[src/line_cfg_pkg.sv]
// Constants for the line and chip configuration register block
package line_cfg_pkg;
  localparam int         ADDR_W          = 7;
  localparam int         DATA_W          = 16;
  localparam logic [6:0] CFG_ADDR        = 7'h00;
  localparam logic [6:0] LINE_STAT_ADDR  = 7'h38;
  localparam logic [6:0] CTR_STAT_ADDR   = 7'h39;
  localparam int         BIT_STUFF       = 15;
  localparam int         BIT_LOOPBACK    = 14;
  localparam int         BIT_LATCH_CTR   = 13;
  localparam int         BIT_LATCH_LINE  = 12;
  localparam int         BIT_EXT_8K      = 11;
  localparam int         BIT_RCV_HOLD    = 10;
  localparam int         BIT_SCRAMBLE    = 9;
  localparam int         BIT_KEEP_VALID  = 8;
  localparam int         BIT_HEC_ALIGN   = 7;
  localparam int         BIT_PARALLEL    = 6;
  localparam int         BIT_EXT_FRAMER  = 5;
  localparam int         BIT_NO_LINECODE = 4;
  localparam int         BIT_UNFRAMED    = 3;
  localparam int         PHY_LSB         = 0;
  localparam int         VIOL_BIT        = 0;
  localparam logic [6:0] SPE_COLS_STUFF  = 7'h54;
  localparam logic [6:0] SPE_COLS_FULL   = 7'h56;
  localparam logic [2:0] PHY_DS3         = 3'h2;
  localparam logic [2:0] PHY_E3_751      = 3'h3;
  localparam int         SYNC_STAGES     = 3;
  localparam logic [2:0] SYNC_RESET      = 3'h0;
  localparam logic [15:0] WORD_ZERO      = 16'h0000;
endpackage

[src/pin_sync.sv]
// Three-stage pin synchroniser with agreement filter
`timescale 1ns/1ps
module pin_sync
  import line_cfg_pkg::*;
#(
  parameter int W = 1
) (
  input  wire logic         i_clk,
  input  wire logic         i_sys_rst,
  input  wire logic [W-1:0] i_pin,
  output logic      [W-1:0] o_level
);
  logic [W-1:0] stage1;
  logic [W-1:0] stage2;
  logic [W-1:0] stage3;
  logic [W-1:0] level;
  logic [W-1:0] next_level;

  // Change counts only once the second and third stages agree
  always_comb begin
    next_level = level;
    for (int i = 0; i < W; i++) begin
      if (stage2[i] == stage3[i]) begin
        next_level[i] = stage3[i];
      end
    end
  end

  always_ff @(posedge i_clk or posedge i_sys_rst) begin
    if (i_sys_rst) begin
      stage1 <= '0;
      stage2 <= '0;
      stage3 <= '0;
      level  <= '0;
    end else begin
      stage1 <= i_pin;
      stage2 <= stage1;
      stage3 <= stage2;
      level  <= next_level;
    end
  end

  assign o_level = level;
endmodule

[src/line_chip_config_upper.sv]
`timescale 1ns/1ps
module line_chip_config_upper
  import line_cfg_pkg::*;
(
  input  wire logic        i_clk,
  input  wire logic        i_sys_rst,
  input  wire logic [6:0]  i_addr,
  input  wire logic        i_wr_en,
  input  wire logic        i_rd_en,
  input  wire logic [15:0] i_wdata,
  output logic      [15:0] o_rdata,
  input  wire logic [7:0]  i_tx_line_data,
  input  wire logic [7:0]  i_rx_line_data,
  output logic      [7:0]  o_rx_core_data,
  input  wire logic        i_one_second_tick_input,
  input  wire logic        i_receiver_hold_input,
  input  wire logic        i_ext_8k_ref,
  input  wire logic        i_rx_frame_ref,
  output logic             o_tx_frame_sync,
  input  wire logic        i_loss_of_delineation,
  input  wire logic [15:0] i_line_status,
  input  wire logic [15:0] i_ctr_status,
  output logic      [6:0]  o_spe_columns,
  output logic             o_source_loopback,
  output logic             o_hec_align,
  output logic      [2:0]  o_phy_type,
  output logic             o_unframed,
  output logic             o_no_line_code,
  output logic             o_ext_framer,
  output logic             o_parallel_if,
  output logic             o_scrambler_en,
  output logic             o_cell_accept,
  output logic             o_validate_en
);
  logic [15:0] cfg;
  logic [15:0] next_cfg;
  // Power-up state only; reset must not hide written settings
  logic        cfg_written = 1'b0;
  logic        next_cfg_written;
  logic [2:0]  pins;
  logic        tick_lvl;
  logic        hold_lvl;
  logic        ref8k_lvl;
  logic        tick_prev;
  logic        tick_rise;
  logic [15:0] eff_cfg;

  pin_sync #(
    .W (3)
  ) u_pin_sync (
    .i_clk     (i_clk),
    .i_sys_rst (i_sys_rst),
    .i_pin     ({i_ext_8k_ref, i_receiver_hold_input, i_one_second_tick_input}),
    .o_level   (pins)
  );
  assign tick_lvl  = pins[0];
  assign hold_lvl  = pins[1];
  assign ref8k_lvl = pins[2];
  assign tick_rise = tick_lvl & ~tick_prev;

  function automatic logic hit(input logic [6:0] a, input logic [6:0] want);
    hit = (a == want);
  endfunction

  // Configuration storage, contents untouched by reset
  always_comb begin
    next_cfg         = cfg;
    next_cfg_written = cfg_written;
    if (i_wr_en && hit(i_addr, CFG_ADDR)) begin
      next_cfg         = i_wdata;
      next_cfg_written = 1'b1;
    end
  end

  always_ff @(posedge i_clk) begin
    cfg         <= next_cfg;
    cfg_written <= next_cfg_written;
  end

  // Controls decode as an all-zero word until software has written the word
  assign eff_cfg = cfg_written ? cfg : WORD_ZERO;

  // Per-word status latching, index 0 line status, index 1 counter status
  logic [15:0] cur_w     [2];
  logic [15:0] accum     [2];
  logic [15:0] held      [2];
  logic        read_once [2];
  logic [15:0] next_accum[2];
  logic [15:0] next_held [2];
  logic        next_read_once[2];
  logic [1:0]  latch_on;
  logic [1:0]  rd_hit;
  logic [15:0] rd_word   [2];

  assign cur_w[0]    = i_line_status;
  assign cur_w[1]    = i_ctr_status;
  assign latch_on[0] = eff_cfg[BIT_LATCH_LINE];
  assign latch_on[1] = eff_cfg[BIT_LATCH_CTR];
  assign rd_hit[0]   = i_rd_en && hit(i_addr, LINE_STAT_ADDR);
  assign rd_hit[1]   = i_rd_en && hit(i_addr, CTR_STAT_ADDR);

  genvar g;
  generate
    for (g = 0; g < 2; g++) begin : g_word
      always_comb begin
        next_accum[g]     = accum[g] | cur_w[g];
        next_held[g]      = held[g];
        next_read_once[g] = read_once[g];
        rd_word[g]        = held[g];
        if (latch_on[g]) begin
          if (rd_hit[g]) begin
            if (read_once[g]) begin
              rd_word[g]    = cur_w[g];
              next_held[g]  = WORD_ZERO;
              next_accum[g] = cur_w[g];
            end else begin
              next_read_once[g] = 1'b1;
            end
          end
          if (tick_rise) begin
            next_held[g]      = accum[g] | cur_w[g];
            next_accum[g]     = cur_w[g];
            next_read_once[g] = 1'b0;
          end
        end else begin
          next_held[g]      = held[g] | cur_w[g];
          next_read_once[g] = 1'b0;
          if (rd_hit[g]) begin
            next_held[g] = cur_w[g];
          end
        end
        // Line code violation count bypasses latching
        if (g == 1) begin
          rd_word[g][VIOL_BIT] = cur_w[g][VIOL_BIT];
        end
      end

      always_ff @(posedge i_clk or posedge i_sys_rst) begin
        if (i_sys_rst) begin
          accum[g]     <= WORD_ZERO;
          held[g]      <= WORD_ZERO;
          read_once[g] <= 1'b0;
        end else begin
          accum[g]     <= next_accum[g];
          held[g]      <= next_held[g];
          read_once[g] <= next_read_once[g];
        end
      end
    end
  endgenerate

  // Read data and decoded controls
  logic [15:0] next_rdata;
  logic [7:0]  next_rx_core;
  logic        next_tx_sync;
  logic        ext8k_active;
  logic        next_accept;
  logic        next_validate;

  assign ext8k_active = eff_cfg[BIT_EXT_8K] && !eff_cfg[BIT_HEC_ALIGN]
                        && (eff_cfg[2:0] == PHY_DS3 || eff_cfg[2:0] == PHY_E3_751);

  always_comb begin
    next_rdata = o_rdata;
    if (i_rd_en) begin
      if (hit(i_addr, CFG_ADDR)) begin
        next_rdata = eff_cfg;
      end else if (rd_hit[0]) begin
        next_rdata = rd_word[0];
      end else if (rd_hit[1]) begin
        next_rdata = rd_word[1];
      end else begin
        next_rdata = WORD_ZERO;
      end
    end
    next_rx_core  = eff_cfg[BIT_LOOPBACK] ? i_tx_line_data : i_rx_line_data;
    next_tx_sync  = ext8k_active ? ref8k_lvl : i_rx_frame_ref;
    next_accept   = !(eff_cfg[BIT_RCV_HOLD] && hold_lvl);
    next_validate = eff_cfg[BIT_KEEP_VALID] || !i_loss_of_delineation;
  end

  always_ff @(posedge i_clk or posedge i_sys_rst) begin
    if (i_sys_rst) begin
      tick_prev       <= 1'b0;
      o_rdata         <= WORD_ZERO;
      o_rx_core_data  <= 8'h00;
      o_tx_frame_sync <= 1'b0;
      o_cell_accept   <= 1'b1;
      o_validate_en   <= 1'b0;
    end else begin
      tick_prev       <= tick_lvl;
      o_rdata         <= next_rdata;
      o_rx_core_data  <= next_rx_core;
      o_tx_frame_sync <= next_tx_sync;
      o_cell_accept   <= next_accept;
      o_validate_en   <= next_validate;
    end
  end

  assign o_spe_columns     = eff_cfg[BIT_STUFF] ? SPE_COLS_STUFF : SPE_COLS_FULL;
  assign o_source_loopback = eff_cfg[BIT_LOOPBACK];
  assign o_hec_align       = eff_cfg[BIT_HEC_ALIGN];
  assign o_phy_type        = eff_cfg[PHY_LSB +: 3];
  assign o_unframed        = eff_cfg[BIT_UNFRAMED];
  assign o_no_line_code    = eff_cfg[BIT_NO_LINECODE];
  assign o_ext_framer      = eff_cfg[BIT_EXT_FRAMER];
  assign o_parallel_if     = eff_cfg[BIT_PARALLEL];
  assign o_scrambler_en    = eff_cfg[BIT_SCRAMBLE];

  chk_cfg_readback: assert property (@(posedge i_clk) disable iff (i_sys_rst)
    (i_wr_en && i_addr == CFG_ADDR) ##1 !i_wr_en ##1 (i_rd_en && i_addr == CFG_ADDR && !i_wr_en)
    |=> o_rdata == $past(i_wdata, 3))
    else $error("config readback differs from written value");
  chk_spe_cols: assert property (@(posedge i_clk) disable iff (i_sys_rst)
    cfg_written |-> o_spe_columns == (cfg[BIT_STUFF] ? 7'h54 : 7'h56))
    else $error("payload column count wrong");
  chk_loop_path: assert property (@(posedge i_clk) disable iff (i_sys_rst)
    (cfg_written && cfg[BIT_LOOPBACK]) |=> o_rx_core_data == $past(i_tx_line_data))
    else $error("loopback not feeding receiver");
  chk_hold_gate: assert property (@(posedge i_clk) disable iff (i_sys_rst)
    (cfg_written && cfg[BIT_RCV_HOLD] && hold_lvl) |=> !o_cell_accept)
    else $error("cells accepted during hold");
  chk_valid_keep: assert property (@(posedge i_clk) disable iff (i_sys_rst)
    (cfg_written && cfg[BIT_KEEP_VALID]) |=> o_validate_en)
    else $error("validation stopped despite keep bit");
  chk_ext8k_sel: assert property (@(posedge i_clk) disable iff (i_sys_rst)
    (cfg_written && cfg[BIT_HEC_ALIGN]) |=> o_tx_frame_sync == $past(i_rx_frame_ref))
    else $error("external 8k used outside 57-octet mode");
  chk_tick_latch: assert property (@(posedge i_clk) disable iff (i_sys_rst)
    (latch_on[0] && tick_rise && !rd_hit[0]) |=> held[0] == $past(accum[0] | i_line_status))
    else $error("line status not latched at tick");
  chk_second_read: assert property (@(posedge i_clk) disable iff (i_sys_rst)
    (latch_on[0] && rd_hit[0] && read_once[0] && !tick_rise && !i_wr_en)
    |=> o_rdata == $past(i_line_status) && held[0] == 16'h0000)
    else $error("second read not current or not cleared");
  chk_viol_live: assert property (@(posedge i_clk) disable iff (i_sys_rst)
    (rd_hit[1] && !rd_hit[0] && i_addr != CFG_ADDR) |=> o_rdata[0] == $past(i_ctr_status[0]))
    else $error("violation count bit was latched");
endmodule

[config.mk]
export PLATFORM = sky130hd
export DESIGN_NAME = line_chip_config_upper
export DESIGN_NICKNAME = d
export VERILOG_FILES = /design/src/line_cfg_pkg.sv /design/src/pin_sync.sv /design/src/line_chip_config_upper.sv
export SDC_FILE = /design/constraint.sdc
export NUM_CORES = 1
export LEC_CHECK = 0
export BUFFER_PORTS_ARGS = -buffer_cell sky130_fd_sc_hd__buf_4
export CAP_MARGIN = 20
export CORE_ASPECT_RATIO = 2
export CORE_MARGIN = 2
export CORE_UTILIZATION = 40
export CTS_BUF_LIST = sky130_fd_sc_hd__clkbuf_4
export CTS_CLUSTER_SIZE = 28
export DETAILED_ROUTE_END_ITERATION = 6
export MAX_ROUTING_LAYER = met4
export SYNTH_ARGS = -nofsm -noshare
export SYNTH_HDL_FRONTEND = slang
export SYNTH_SLANG_ARGS = --single-unit
[constraint.sdc]
create_clock -name i_clk -period 4.3 [get_ports i_clk]
set_clock_uncertainty 0.15 [all_clocks]
set_input_delay 0.215 -clock i_clk [delete_from_list [all_inputs] [get_ports i_clk]]
set_output_delay 0.215 -clock i_clk [all_outputs]
set_load 0.01 [all_outputs]
# == Yosys cells after proc, flatten, opt, wreduce, memory -nomap -nowiden ==
# Cells that the tools add are included.
# word_totals
reg_bits,122
latch_bits,0
mem_bits_rw,0
mem_bits_ro,0
in_bits,80
n_memories,0
# classes
addsub,0
n_mul,0
n_div,0
order_cmp,0
n_eq_ne,11
shift,0
mux,34
bitwise_logic,6
n_reduce_logical,14
# ops
operator,count
16-bit two-way mux,25
16-bit OR,4
"7-bit by 6-bit == test with 1-bit output, second input constant",2
"3-bit by 2-bit != test with 1-bit output, second input constant",4
8-bit two-way mux,1
7-bit logical NOT,1
1-bit two-way mux,7
"3-bit by 2-bit == test with 1-bit output, second input constant",2
1-bit logical AND,6
2-bit AND reduction,2
1-bit == test,3
1-bit logical NOT,3
1-bit logical OR,2
2-bit two-way mux,1
1-bit bitwise AND,1
1-bit inverter,1

# == Depth between registers and ports, before layout ==
# Gate-level depths: netlist of the first run.
# depth
ltp_word,5
ltp_mapped,6

# == Hierarchy ==
# From an unflattened synthesis of the first run, not the netlist that was laid out.
# hier_totals
hier_cells,417
area_unflattened_um2,5230.0
# by_module_without_submodules
mod,instances,cells_per_inst,area_each_um2,seq_area_each_um2
line_chip_config_upper,1,401,4892.2,2783.9
pin_sync,1,16,337.8,300.3

# == Worst setup path after synthesis of the first run ==
# No wires, ideal clock.
# synth_path
path_kind,input to register
startpoint,input i_addr[0]
endpoint,"register cfg[0], enable pin"
setup_time_ps,431
t_arrival_ps,2557
path_slack_ps,1163
cell_stages,3
n_path_buf,1
cell_sequence,buf_6 > or4_4 > nor4bb_1
# synth_via
elab_chain_len,2
# synth_rtl
item,line,rtl
start: declaration,line_chip_config_upper.sv:7,"input wire logic [6:0] i_addr,"
7-bit logical NOT,line_chip_config_upper.sv:62,hit = (a == want);
1-bit logical AND,line_chip_config_upper.sv:69,"if (i_wr_en && hit(i_addr, CFG_ADDR)) begin"
end signal: assignment,line_chip_config_upper.sv:76,cfg <= next_cfg;
end: declaration,line_chip_config_upper.sv:35,logic [15:0] cfg;
# Every way passes these cells.
# A chain may end at the register's enable or synchronous reset.

# == Final worst setup path of the first run ==
# layout_path
startpoint,register cfg[13]
endpoint,register o_rdata[8]
# layout_via
elab_chain_len,4
# layout_rtl
item,line,rtl
16-bit two-way mux,line_chip_config_upper.sv:110,if (latch_on[g]) begin
16-bit two-way mux,line_chip_config_upper.sv:170,end else if (rd_hit[1]) begin
16-bit two-way mux,line_chip_config_upper.sv:168,end else if (rd_hit[0]) begin
16-bit two-way mux,line_chip_config_upper.sv:166,"if (hit(i_addr, CFG_ADDR)) begin"
end signal: assignment,line_chip_config_upper.sv:192,o_rdata <= next_rdata;
end: declaration,line_chip_config_upper.sv:11,"output logic [15:0] o_rdata,"
# Every way passes these cells.

==> results of run 1 <==
==> state kept, by name, summed over array words and instances, names as in the netlist <==
signal	cells
read_once	2
tick_prev	1
u_pin_sync.o_level	3
o_rx_core_data	8
accum	31
o_cell_accept	1
cfg	16
u_pin_sync.stage2	3
o_tx_frame_sync	1
o_validate_en	1
u_pin_sync.stage3	3
u_pin_sync.stage1	3
held	31
o_rdata	16
==> placed cells by master (no fill, tap or decap), types with 3 or more instances in the layout <==
master         instances
clkbuf_4              17
a211oi_1              24
clkinv_4               4
and2b_1                4
maj3_1                 3
a311oi_1               8
a221o_2                3
nor2b_1                7
edfxtp_1              16
buf_4                124
bufinv_16              3
mux2_2                 9
o2bb2ai_1             31
nand3_1                9
a211o_1                7
and3_1                16
a221o_1                5
a21oi_1               33
conb_1                 6
mux2i_1                7
clkinv_2               3
dlygate4sd3_1         71
a21o_1                30
nand2_1               12
dfrtp_1              103
==> logic make-up (layout without fill, tap and decap cells) <==
family	Yosys count	count (layout)	synth area share, %
buffers and inverters	40	233	4.22
AOI/OAI and AO/OA	147	147	22.0
DFF	120	120	61.6
other	2	7	0.150
adders and majority gates	3	3	0.600
muxes	16	16	3.43
and+or+nand+nor	64	64	7.95
==> repair_timing <==
action / CTS / global route
setup buffers: 0 / 0
endpoints found under the hold margin: 177 / 5
resized for setup: 0 / 0
hold buffers: 70 / 1
==> worst min-delay path: cells and delay by family <==
family                 cells  cell delay (ns)
AOI/OAI and AO/OA          1             0.16
buffers and inverters      1             0.08
and+or+nand+nor            2             0.24
==> worst min path at each step <==
stage,endpoint,startpoint,slack [ns]
after global placement,u_pin_sync.stage1[1]$_DFF_PP0_,i_receiver_hold_input,0.18
final,o_rdata[0]$_DFFE_PP0P_,i_ctr_status[0],0.05
after global routing,o_rdata[0]$_DFFE_PP0P_,i_ctr_status[0],0.02
after detailed placement,u_pin_sync.stage1[2]$_DFF_PP0_,i_ext_8k_ref,0.18
after CTS,read_once[1]$_DFFE_PP0P_,i_addr[4],0.002
after floorplan,u_pin_sync.stage1[0]$_DFF_PP0_,i_one_second_tick_input,0.1
==> stage by stage <==
stage,setup slack (ns),power [mW],cells,cell area (um^2)
3_3_place_gp,1.78,1.46,630,5950
6_report,1.65,2.35,737,7010
2_1_floorplan,1.16,1.36,396,5020
3_5_place_dp,1.68,1.47,631,5960
5_1_grt,1.38,2.46,737,7010
4_1_cts,1.64,2.37,733,6960
==> power by group through the flow <==
stage | clock, mW | sequential, mW | combinational (mW)
2_1_floorplan | 0 | 1.25 | 0.104
3_3_place_gp | 0 | 1.26 | 0.205
3_5_place_dp | 0 | 1.26 | 0.212
4_1_cts | 0.874 | 1.24 | 0.263
5_1_grt | 0.921 | 1.24 | 0.291
6_report | 0.847 | 1.24 | 0.267
==> metal layers <==
layer / up-vias / share of wire [%] / routed length [um]
li1: 1851 / - / -
met3: 15 / 4.2 / 590
met5: - / 0 / 0
met4: 0 / 1.7 / 240
met1: 2048 / 38 / 5330
met2: 130 / 56 / 7880
==> area by class of cell <==
type,count,share of cell area [%]
inverters,4,0.250
clock buffers,17,1.82
flip-flops and latches,120,44.0
clock inverters,15,2.52
multi-input cells,236,24.8
diodes,1,0.0357
well taps,147,2.62
repair buffers,197,24.0
==> impl_summary.md, run 1 <==
Run status
The run finished with clean final reports.

Placement
Input and output buffers added on the ports amount to roughly 120. Once detailed placement completed, the half-perimeter wirelength came to 9710 um. The congestion estimate from routability-driven global placement came to between 0.8 and 0.9.

Critical path
The timing endpoint of the critical path is o_rdata[8]$_DFFE_PP0P_. The worst reg2reg path startpoint is cfg[13]$_DFFE_PP_. Traced cell by cell, the critical path runs through nand2_1 > mux2i_1 > a211oi_1 > a221o_2. STA classifies the critical path startpoint as a flip-flop.

The buffer and inverter count on the worst path is 0. Counting buffers and inverters, the worst setup path is 4 cells deep. The required time of the critical path is 4.54 ns. The stage delay of the slowest cell on the critical path is 0.95 ns. The endpoint identified for the worst register-to-register timing path is o_rdata[8]$_DFFE_PP0P_. Counting cells, the worst reg-to-reg path comes to 4. The critical path starts at cfg[13]$_DFFE_PP_. For this design, the slowest cell found on the critical path is edfxtp_1.

The arrival time of the worst setup path is 2.90 ns. The biggest fanout along the worst timing path is 31. The element type at the critical path end is a flip-flop. The worst register-to-register path has a setup slack of 1.65 ns. The critical path is of the flip-flop to flip-flop type. Grouping stages by cell kind, the critical path spends the most delay in flip-flops.

Die
From bottom edge to top edge, the die measures 162 um. The floorplan has 57 rows. The core region area is roughly 12,000 um^2. The width of the die is 83.1 um.

For this configuration, the core starts out at a cell density of roughly two fifths. around 120 I/O pins were placed. The overall die area is 13,500 um^2.

Global route
The met3 routing resource usage after global routing is 4.01%. The first global-routing pass estimated ~23,000 um of wire. The via count of the first global-routing pass is 4,287. In the global route stage, met2 resource usage came out at 39.8%. In the global route stage, overall resource usage came out at 22.2%. Global routing used 24.2% of the available met1 tracks. The number of antenna violations at the first check in global routing is 1.

Global routing finished with a remaining overflow of 0. The pin count of the biggest net entering global routing is 82. The layer flagged by global routing as most heavily used is met2.

Synthesis
The library cell with the highest instance count after synthesis is dfrtp_1. The cell taking the most area after synthesis is dfrtp_1. Sorting the synthesized cells by area gives the leading types as dfrtp_1 (52%), edfxtp_1 (9.6%), o2bb2ai_1 (5.4%).

Sequential elements use slightly above 60% of the synthesized area. The cell area after synthesis is 5000 um^2. By count the netlist is led by dfrtp_1 (103), a21oi_1 (33), o2bb2ai_1 (31). After synthesis, the largest area contributor takes up 51.5% of total cell area.

The yosys synthesis warning count is 0. The number of cells produced by synthesis is 392. Each instance of the synthesized netlist takes up on average approximately 13 um^2.

The post-synthesis async set-or-reset flop share is ~87%. Counting flops with a built-in enable in the synthesized netlist gives 16. The number of distinct library cells after synthesis is 44. In this run, synthesis produced a sequential element count of 120.

The most frequently used flop master after synthesis is dfrtp_1.

Min path
Counting instances, the worst hold path has a depth of 4. The min-delay analysis places its worst path in the category primary input to flip-flop.

Power
The part of the total power dissipated in the clock network is 36.0%. Registers are responsible for a little over half of the overall power. Summed over all cells, the static leakage comes to 3.14 nW. For this design the total switching power over the nets is 0.589 mW.

Of the total power, combinational logic draws 11.4%. Internal power comes to 1.76 mW. The net switching fraction of the power is 25.1%. The worst-case vdd ir drop is 236 uV. The total power per unit cell area is approximately 340 nW/um^2.

Layout
The net count of the finished layout is 656. The area growth from synthesis to layout is 40.1%. At the end of the flow the core is filled with cells to 57.5%. Of the cells placed in the final design, the portion with a size suffix greater than 1 is 30.1%.

Summing all multi-input logic gate instances after layout gives ~1700 um^2. The sequential cells in the finished layout cover a total of between 3000 and 4000 um^2. The final-layout fill cell count is 1,039.

Clock network
The cell at the root of the clock tree is clkbuf_4. The number of clock sinks seen by CTS is 120. TritonCTS built the clock tree. The insertion delay of the later-clocked pin in the worst-skew pair is 0.52 ns. The H-tree depth reported by CTS is 4. The total CTS buffers is 17. Clock-pin slew was measured on the worst setup and hold paths at 0.12 ns.

The maximum buffer depth of the clock tree is 2.

Job
The number of max-cap violations is 0.

Route
The post-route DRC violation count is 0. The detailed router finished its first iteration with between 200 and 300 violations. The detailed-routing iteration count for the pre-antenna-repair pass is 4. Dividing the detail-routed via count by the number of cells gives approximately 5.5. The routed layout has 4,044 vias.

The aggregate routed wire length is about 14,000 um. The detail route stage leaves a number of antenna-violating nets equal to 0. The average wire per standard cell is 19.1 um.

STA
Dividing the final minimum period by the clock period gives 61.7%. The worst slew margin relative to its limit is 37.4%. Adding up every negative setup slack in the final design gives 0 ns.

The slew at the pin closest to its max-slew limit is 0.935 ns. Based on the critical path, the design can be clocked at up to 377 MHz. Setup repair after global routing left no endpoint under its margin. The minimum clock period after layout is around 2.7 ns. The final count of hold timing violations is 0. Setup violations remaining at the end of the flow were counted as 0. The final number of max-transition violations was 0. The final worst hold slack is 0.0483 ns.
No activity file was read; power rests on OpenSTA's default activity.
==> run 2, diff against run 1 <==
==> constraint.sdc (replaced) <==
create_clock -name i_clk -period 2.6 [get_ports i_clk]
set_clock_uncertainty 0.15 [all_clocks]
set_input_delay 0.13 -clock i_clk [delete_from_list [all_inputs] [get_ports i_clk]]
set_output_delay 0.13 -clock i_clk [all_outputs]
set_load 0.01 [all_outputs]
==> run 2 against run 1 <==
  * Total power up 64%
  * Core utilization increased by 0.87 points
  * Worst setup slack lost 1.3 ns
  * First-iteration DRC count down 26%
  * Non-clock buffer count is 14 higher
  * Sequential power up 65%
  * Register-to-register slack worse by 1.1 ns
  * Final area grew 1.5%
  * Global-route usage shrank 0.57 points
  * Via count down 1.1%
  * Routed wire length down 3.1%
  * Clock power is 61% higher
==> impl_summary.md, run 2 (synthesis gave the netlist of run 1 again) <==
Route
The count of antenna-violating nets left after detailed routing is 0 (unchanged). The vias after detailed routing is 4,001 (-1.1%). The number of DRC markers after the initial detailed-route iteration is 206 (-26%).

The aggregate routed wire length is 13,600 um (-3.1%). The average wire per standard cell is 18.1 um (-4.9%). The post-route DRC violation count is 0 (unchanged). The routed via count divided by cell count is 5.33 (-2.9%). The detailed-routing iteration count for the pre-antenna-repair pass is 4 (unchanged).

Clock network
The insertion delay of the later-clocked pin in the worst-skew pair was 0.53 ns (about the same). The H-tree depth reported by CTS is 4 (unchanged). The maximum buffer depth of the clock tree is 2 (unchanged). The cell sitting at the root of the clock tree is a clkbuf_4. TritonCTS built the clock tree.

The total CTS buffers is 17 (unchanged). The clock-pin transition on the worst setup and hold timing paths is 0.12 ns (about the same). The number of clock sinks seen by CTS is 120 (unchanged).

Layout
The layout-stage area growth over the synthesis result is 42.2%. The utilization after layout is 58.4% (+0.87 points). The final instance area is 7120 um^2 (+1.5%). The number of non-filler instances in the completed layout is 751 (+1.9%). The largest registers in the layout are accum x31, held x31. The total number of nets in the final design came to 670 (+2.1%). The library cells used most frequently in the layout, excluding fill and tap cells, are buf_4 (130), dfrtp_1 (103), dlygate4sd3_1 (79), a21oi_1 (33), o2bb2ai_1 (31).

The library cell used most frequently in the layout, excluding fill and tap cells, is buf_4. The share of cells above drive strength 1 is 30.3% (+0.30 points).

Die
The overall die area is 13,500 um^2 (unchanged). The total number of placement rows was 57 (unchanged). The core region area is 12,200 um^2 (unchanged). The width of the die was 83.1 um (unchanged). The effective utilization at floorplan is 41.0% (unchanged). The boundary pin count is 124 (unchanged). The height of the chip is 162 um (unchanged).

Critical path
The required time of the critical path is 2.86 ns (-1.68 ns). The startpoint type of the worst setup path is a primary input. The biggest fanout along the worst timing path is 4 (-87%).

The startpoint-to-endpoint class of the critical path is primary input to flip-flop. The arrival time of the worst setup path was 2.51 ns (-0.39 ns). STA classifies the critical path endpoint as a flip-flop.

STA
The total setup violations reported at the end of the flow is 0 (unchanged). The worst slew margin relative to its limit is 49.8% (+12 points). The final total negative setup slack is 0 ns (unchanged). Setup repair after global routing left no endpoint under its margin.

The final number of max-transition violations was 0 (unchanged). The slew at the pin closest to its max-slew limit was 0.752 ns (-0.183 ns). The minimum clock period after layout is 2.25 ns. The final worst slack came to 0.351 ns (-1.30 ns). The highest clock frequency the design can meet is between 400 and 500 MHz. After layout, the worst path uses 86.5% of the clock period. The final count of hold timing violations is 0 (unchanged).

Global route
The wire length of the first global-routing pass is 22,000 um (-2.4%). The number of antenna violations at the first check in global routing is 1 (unchanged). The pin count of the biggest net entering global routing is 105 (+28%). The global router's overall resource usage came to 21.6% (-0.57 points). The via count of the first global-routing pass is 4,210 (-1.8%). The overall overflow remaining after global route came to 0 (unchanged).

Placement
The weighted congestion reported at the end of routability-driven placement is 0.834 (+3.4%). The count of input and output buffers was 117 (unchanged). The cell area after placement was 6030 um^2 (+1.1%). The post-placement setup slack came to 0.527 ns (-1.15 ns). The post-placement cell count is 638 (+1.1%). The HPWL reported at the end of detailed placement came to 9540 um (-1.8%).

Power
The total power per unit cell area came to 541 nW/um^2 (+61%). The worst-case vdd ir drop came to 339 uV (+44%). The static leakage was 3.18 nW (+1.3%).

Job
The number of max-cap violations is 0 (unchanged).

Min path
In this run the worst hold path is classified as primary input to flip-flop.

Run status
The flow ran to the end, and the final reports show no timing, DRC or antenna violations.
-- run 2: critical path, cell delays in order --
cell and delay [ns]:
dlygate4sd3_1 0.54, buf_4 0.14, or4b_1 0.52, nor2_1 0.24, nand3_1 0.13, a31o_2 0.26
dlygate4sd3_1 0.55
-- run 2: repair_timing --
action	CTS	global route
hold buffers	79	0
endpoints found under the hold margin	215	0
gates resized for setup	0	0
setup buffers	0	0
-- run 2: final timing paths --
check / startpoint / to / depth (start not counted) / slack (ns)
min reg2reg: u_pin_sync.stage1[1]$_DFF_PP0_ / u_pin_sync.stage2[1]$_DFF_PP0_ / 0 / 0.21
max reg2reg: cfg[12]$_DFFE_PP_ / o_rdata[3]$_DFFE_PP0P_ / 5 / 0.54
max: i_addr[1] / accum[14]$_DFF_PP0_ / 7 / 0.35
max in group asynchronous: i_sys_rst / accum[27]$_DFF_PP0_ / 4 / 1.71
min: i_addr[0] / o_rdata[13]$_DFFE_PP0P_ / 3 / 0.09
min in group asynchronous: i_sys_rst / u_pin_sync.stage3[2]$_DFF_PP0_ / 4 / 0.16
-- run 2: stage by stage --
stage	power (mW)	hold WS [ns]
after floorplan	2.24	0.0114
after global placement	2.42	0.0890
after detailed placement	2.44	0.0903
after CTS	3.90	0.0297
after global routing	4.03	0.0406
final	3.85	0.0893
-- run 2: final cells by class --
type	instances	area (um^2)
diodes	1	2.50
clock buffers	17	128
inverters	4	18.8
multi-input cells	236	1740
well taps	147	184
fillers	1019	5080
flip-flops and latches	120	3080
repair buffers	211	1800
clock inverters	15	164
-- run 2: report_power, final --
group | total (mW) | switching, mW | internal [mW] | leakage (nW)
clock network | 1.36 | 0.771 | 0.590 | 0.150
logic | 0.448 | 0.192 | 0.256 | 1.77
registers | 2.04 | 0.0503 | 1.99 | 1.26
-- run 2: per-layer routing --
layer	track usage (%)	up-vias	routed length (um)
met3	4.37	34	496
li1	-	1879	-
met2	36.3	120	7280
met1	23.6	1968	5160
met4	12.8	0	673
met5	-	-	0
==> run 3, diff against run 2 <==
==> constraint.sdc (replaced) <==
create_clock -name i_clk -period 2.55 [get_ports i_clk]
set_clock_uncertainty 0.15 [all_clocks]
set_input_delay 0.1275 -clock i_clk [delete_from_list [all_inputs] [get_ports i_clk]]
set_output_delay 0.1275 -clock i_clk [all_outputs]
set_load 0.01 [all_outputs]
==> run 3 against run 2 <==
  * Core utilization rose by 0.22 points
  * Global-route usage rose by 0.78 points
  * Worst setup slack got worse by 0.23 ns
  * Worst hold slack got worse by 0.040 ns
  * Final area rose by 0.37%
  * Routed wire length rose by 3.4%
  * Via count rose by 0.95%
  * Combinational power rose by 4%
  * Critical endpoint unchanged
==> impl_summary.md, run 3 (synthesis gave the netlist of run 1 again) <==
Global route
The via count of the first global-routing pass is 4,312 (+2.4%). The met3 routing resource usage after global routing is 4.27% (-0.10 points). The global routing's busiest layer is met2. The global router's overall resource usage came to 22.4% (+0.78 points). The number of antenna violations at the first check in global routing is 1 (unchanged). The overall overflow remaining after global route is 0 (unchanged).

The routing usage on met1 was 24.4% (+0.83 points). The met2 usage was 40.7% (+4.5 points). The pin count of the biggest net entering global routing is 46 (-56%).

The wire length of the first global-routing pass is 22,800 um (+3.6%).

Placement
The count of input and output buffers is 117 (unchanged). The HPWL reported at the end of detailed placement is 9770 um (+2.5%). The weighted congestion reported at the end of routability-driven placement came to 0.859 (+3.0%). The cell area after placement is 6070 um^2 (+0.71%).

STA
The share of the clock period used by the worst path after layout is 95.1%. The final number of max-transition violations is 0 (unchanged). The slew at the pin closest to its max-slew limit is 0.812 ns (+0.0598 ns). The final count of hold timing violations is 0 (unchanged). The highest clock frequency the design can meet is 412 MHz. Setup repair after global routing left no endpoint under its margin. The worst slew margin relative to its limit was 45.9% (-4.0 points). The total setup violations reported at the end of the flow is 0 (unchanged). The minimum clock period after layout is ~2.4 ns. The final worst hold slack is 0.0495 ns (-0.0398 ns). The final total negative setup slack is 0 ns (unchanged).

Route
The number of DRC markers after the initial detailed-route iteration is 125 (-39%). The count of antenna-violating nets left after detailed routing came to 0 (unchanged). The post-route DRC violation count is 0 (unchanged). The vias after detailed routing is 4,039 (+0.95%). The average wire per standard cell came to 18.7 um (+2.9%). The detailed-routing iteration count for the pre-antenna-repair pass is 4 (unchanged). The routed via count divided by cell count was 5.36 (+0.55%).

The aggregate routed wire length came to 14,100 um (+3.4%).

Clock network
The quantity of gates resized following cts came to 0 (unchanged). The insertion delay of the later-clocked pin in the worst-skew pair is 0.52 ns (about the same). The clock-pin transition on the worst setup and hold timing paths is 0.12 ns (about the same). The cell at the root of the clock tree is clkbuf_4.

The H-tree depth reported by CTS is 4 (unchanged). The total CTS buffers was 17 (unchanged). TritonCTS built the clock tree. The maximum buffer depth of the clock tree is 2 (unchanged). The number of clock sinks seen by CTS was 120 (unchanged).

Die
The width of the die came to 83.1 um (unchanged). The boundary pin count was 124 (unchanged). The overall die area is 13,500 um^2 (unchanged).

The total number of placement rows is 57 (unchanged). The effective utilization at floorplan is 41.0% (unchanged). The height of the chip came to 162 um (unchanged). The core region area is 12,200 um^2 (unchanged).

Job
The number of max-cap violations is 0 (unchanged).

Power
The total power per unit cell area is 545 nW/um^2 (+0.71%). The static leakage is 3.20 nW (+0.66%). The worst-case vdd ir drop is 510 uV (+50%).

Layout
The utilization after layout is 58.6% (+0.22 points). The total number of nets in the final design was 673 (+0.45%). The largest registers in the layout are accum x31, held x31. The share of cells above drive strength 1 was 31.0% (+0.67 points). Leaving out fill and tap cells, the most frequent cell in the layout is buf_4.

In the layout the commonest cells are buf_4 (133), dfrtp_1 (103), dlygate4sd3_1 (78), a21oi_1 (33), o2bb2ai_1 (31). Relative to the synthesized area, the layout overhead comes to 42.7%. The final instance area was 7140 um^2 (+0.37%).

The final-layout fill cell count came to 1,022 (+0.29%).

Critical path
The required time of the critical path was 2.80 ns (-0.06 ns). STA classifies the critical path endpoint as a flip-flop. The startpoint-to-endpoint class of the critical path is primary input to flip-flop. The number of cells on the worst reg-to-reg path is 4 (-1).

The worst setup path is launched from a primary input. The arrival time of the worst setup path is 2.68 ns (+0.17 ns). The biggest fanout along the worst timing path was 9 (+5).

Run status
The flow ran to the end, and the final reports show no timing, DRC or antenna violations.

Min path
The type of the most critical hold path is primary input to flip-flop. The worst hold path stage count was 4 (+1).
==> run 3: layer usage <==
metal / part of all wire [%] / wire length (um)
met5: 0 / 0
met4: 1.6 / 223
met2: 57 / 7980
met1: 38 / 5370
met3: 3.5 / 495
==> run 3: repair_timing <==
item	4_1_cts	5_1_grt
setup endpoints to repair	0	0
hold endpoints to repair	207	0
buffers inserted	0	0
hold buffers	78	0
==> run 3: path summary, 6_finish.rpt <==
kind                                                      from                        endpoint  slack (ns)
worst min-delay path                           i_ctr_status[0]          o_rdata[0]$_DFFE_PP0P_        0.05
worst max-delay path                                   i_rd_en             accum[14]$_DFF_PP0_        0.13
worst min register to register  u_pin_sync.stage1[0]$_DFF_PP0_  u_pin_sync.stage2[0]$_DFF_PP0_        0.22
worst max register to register               cfg[13]$_DFFE_PP_          o_rdata[8]$_DFFE_PP0P_        0.53
min in group asynchronous                            i_sys_rst       o_tx_frame_sync$_DFF_PP0_        0.08
max in group asynchronous                            i_sys_rst         o_cell_accept$_DFF_PP1_        1.50
==> run 3: through the flow <==
stage | setup WS (ns) | std cells | total power [mW]
CTS | 0.184 | 752 | 3.94
global route | 0.0706 | 754 | 4.08
floorplan | 0.0892 | 396 | 2.29
finish | 0.125 | 754 | 3.89
detailed placement | 0.386 | 642 | 2.49
global placement | 0.390 | 640 | 2.48
==> run 3: power by group <==
group          total, mW  internal, mW  switching [mW]  leakage, nW
registers           2.08          2.03          0.0513         1.26
clock network       1.34         0.523           0.822        0.150
logic              0.466         0.264           0.202         1.79
total               3.89          2.82            1.08         3.20
==> run 3: worst max-delay path, stage by stage <==
cell           delay, ns
dlygate4sd3_1       0.52
buf_4               0.17
nand4_2             0.12
dlygate4sd3_1       0.61
nor2_1              0.22
nand3_1             0.11
a31o_2              0.25
dlygate4sd3_1       0.55
==> run 3: final cells by class <==
class                      count  area (um^2)  area share, %
sequential                   120         3080           43.2
timing repair buffer         214         1830           25.6
multi-input combinational    236         1740           24.3
tap                          147          184           2.57
clock inverter                15          158           2.21
clock buffer                  17          128           1.79
inverter                       4         18.8          0.263
antenna                        1         2.50         0.0350
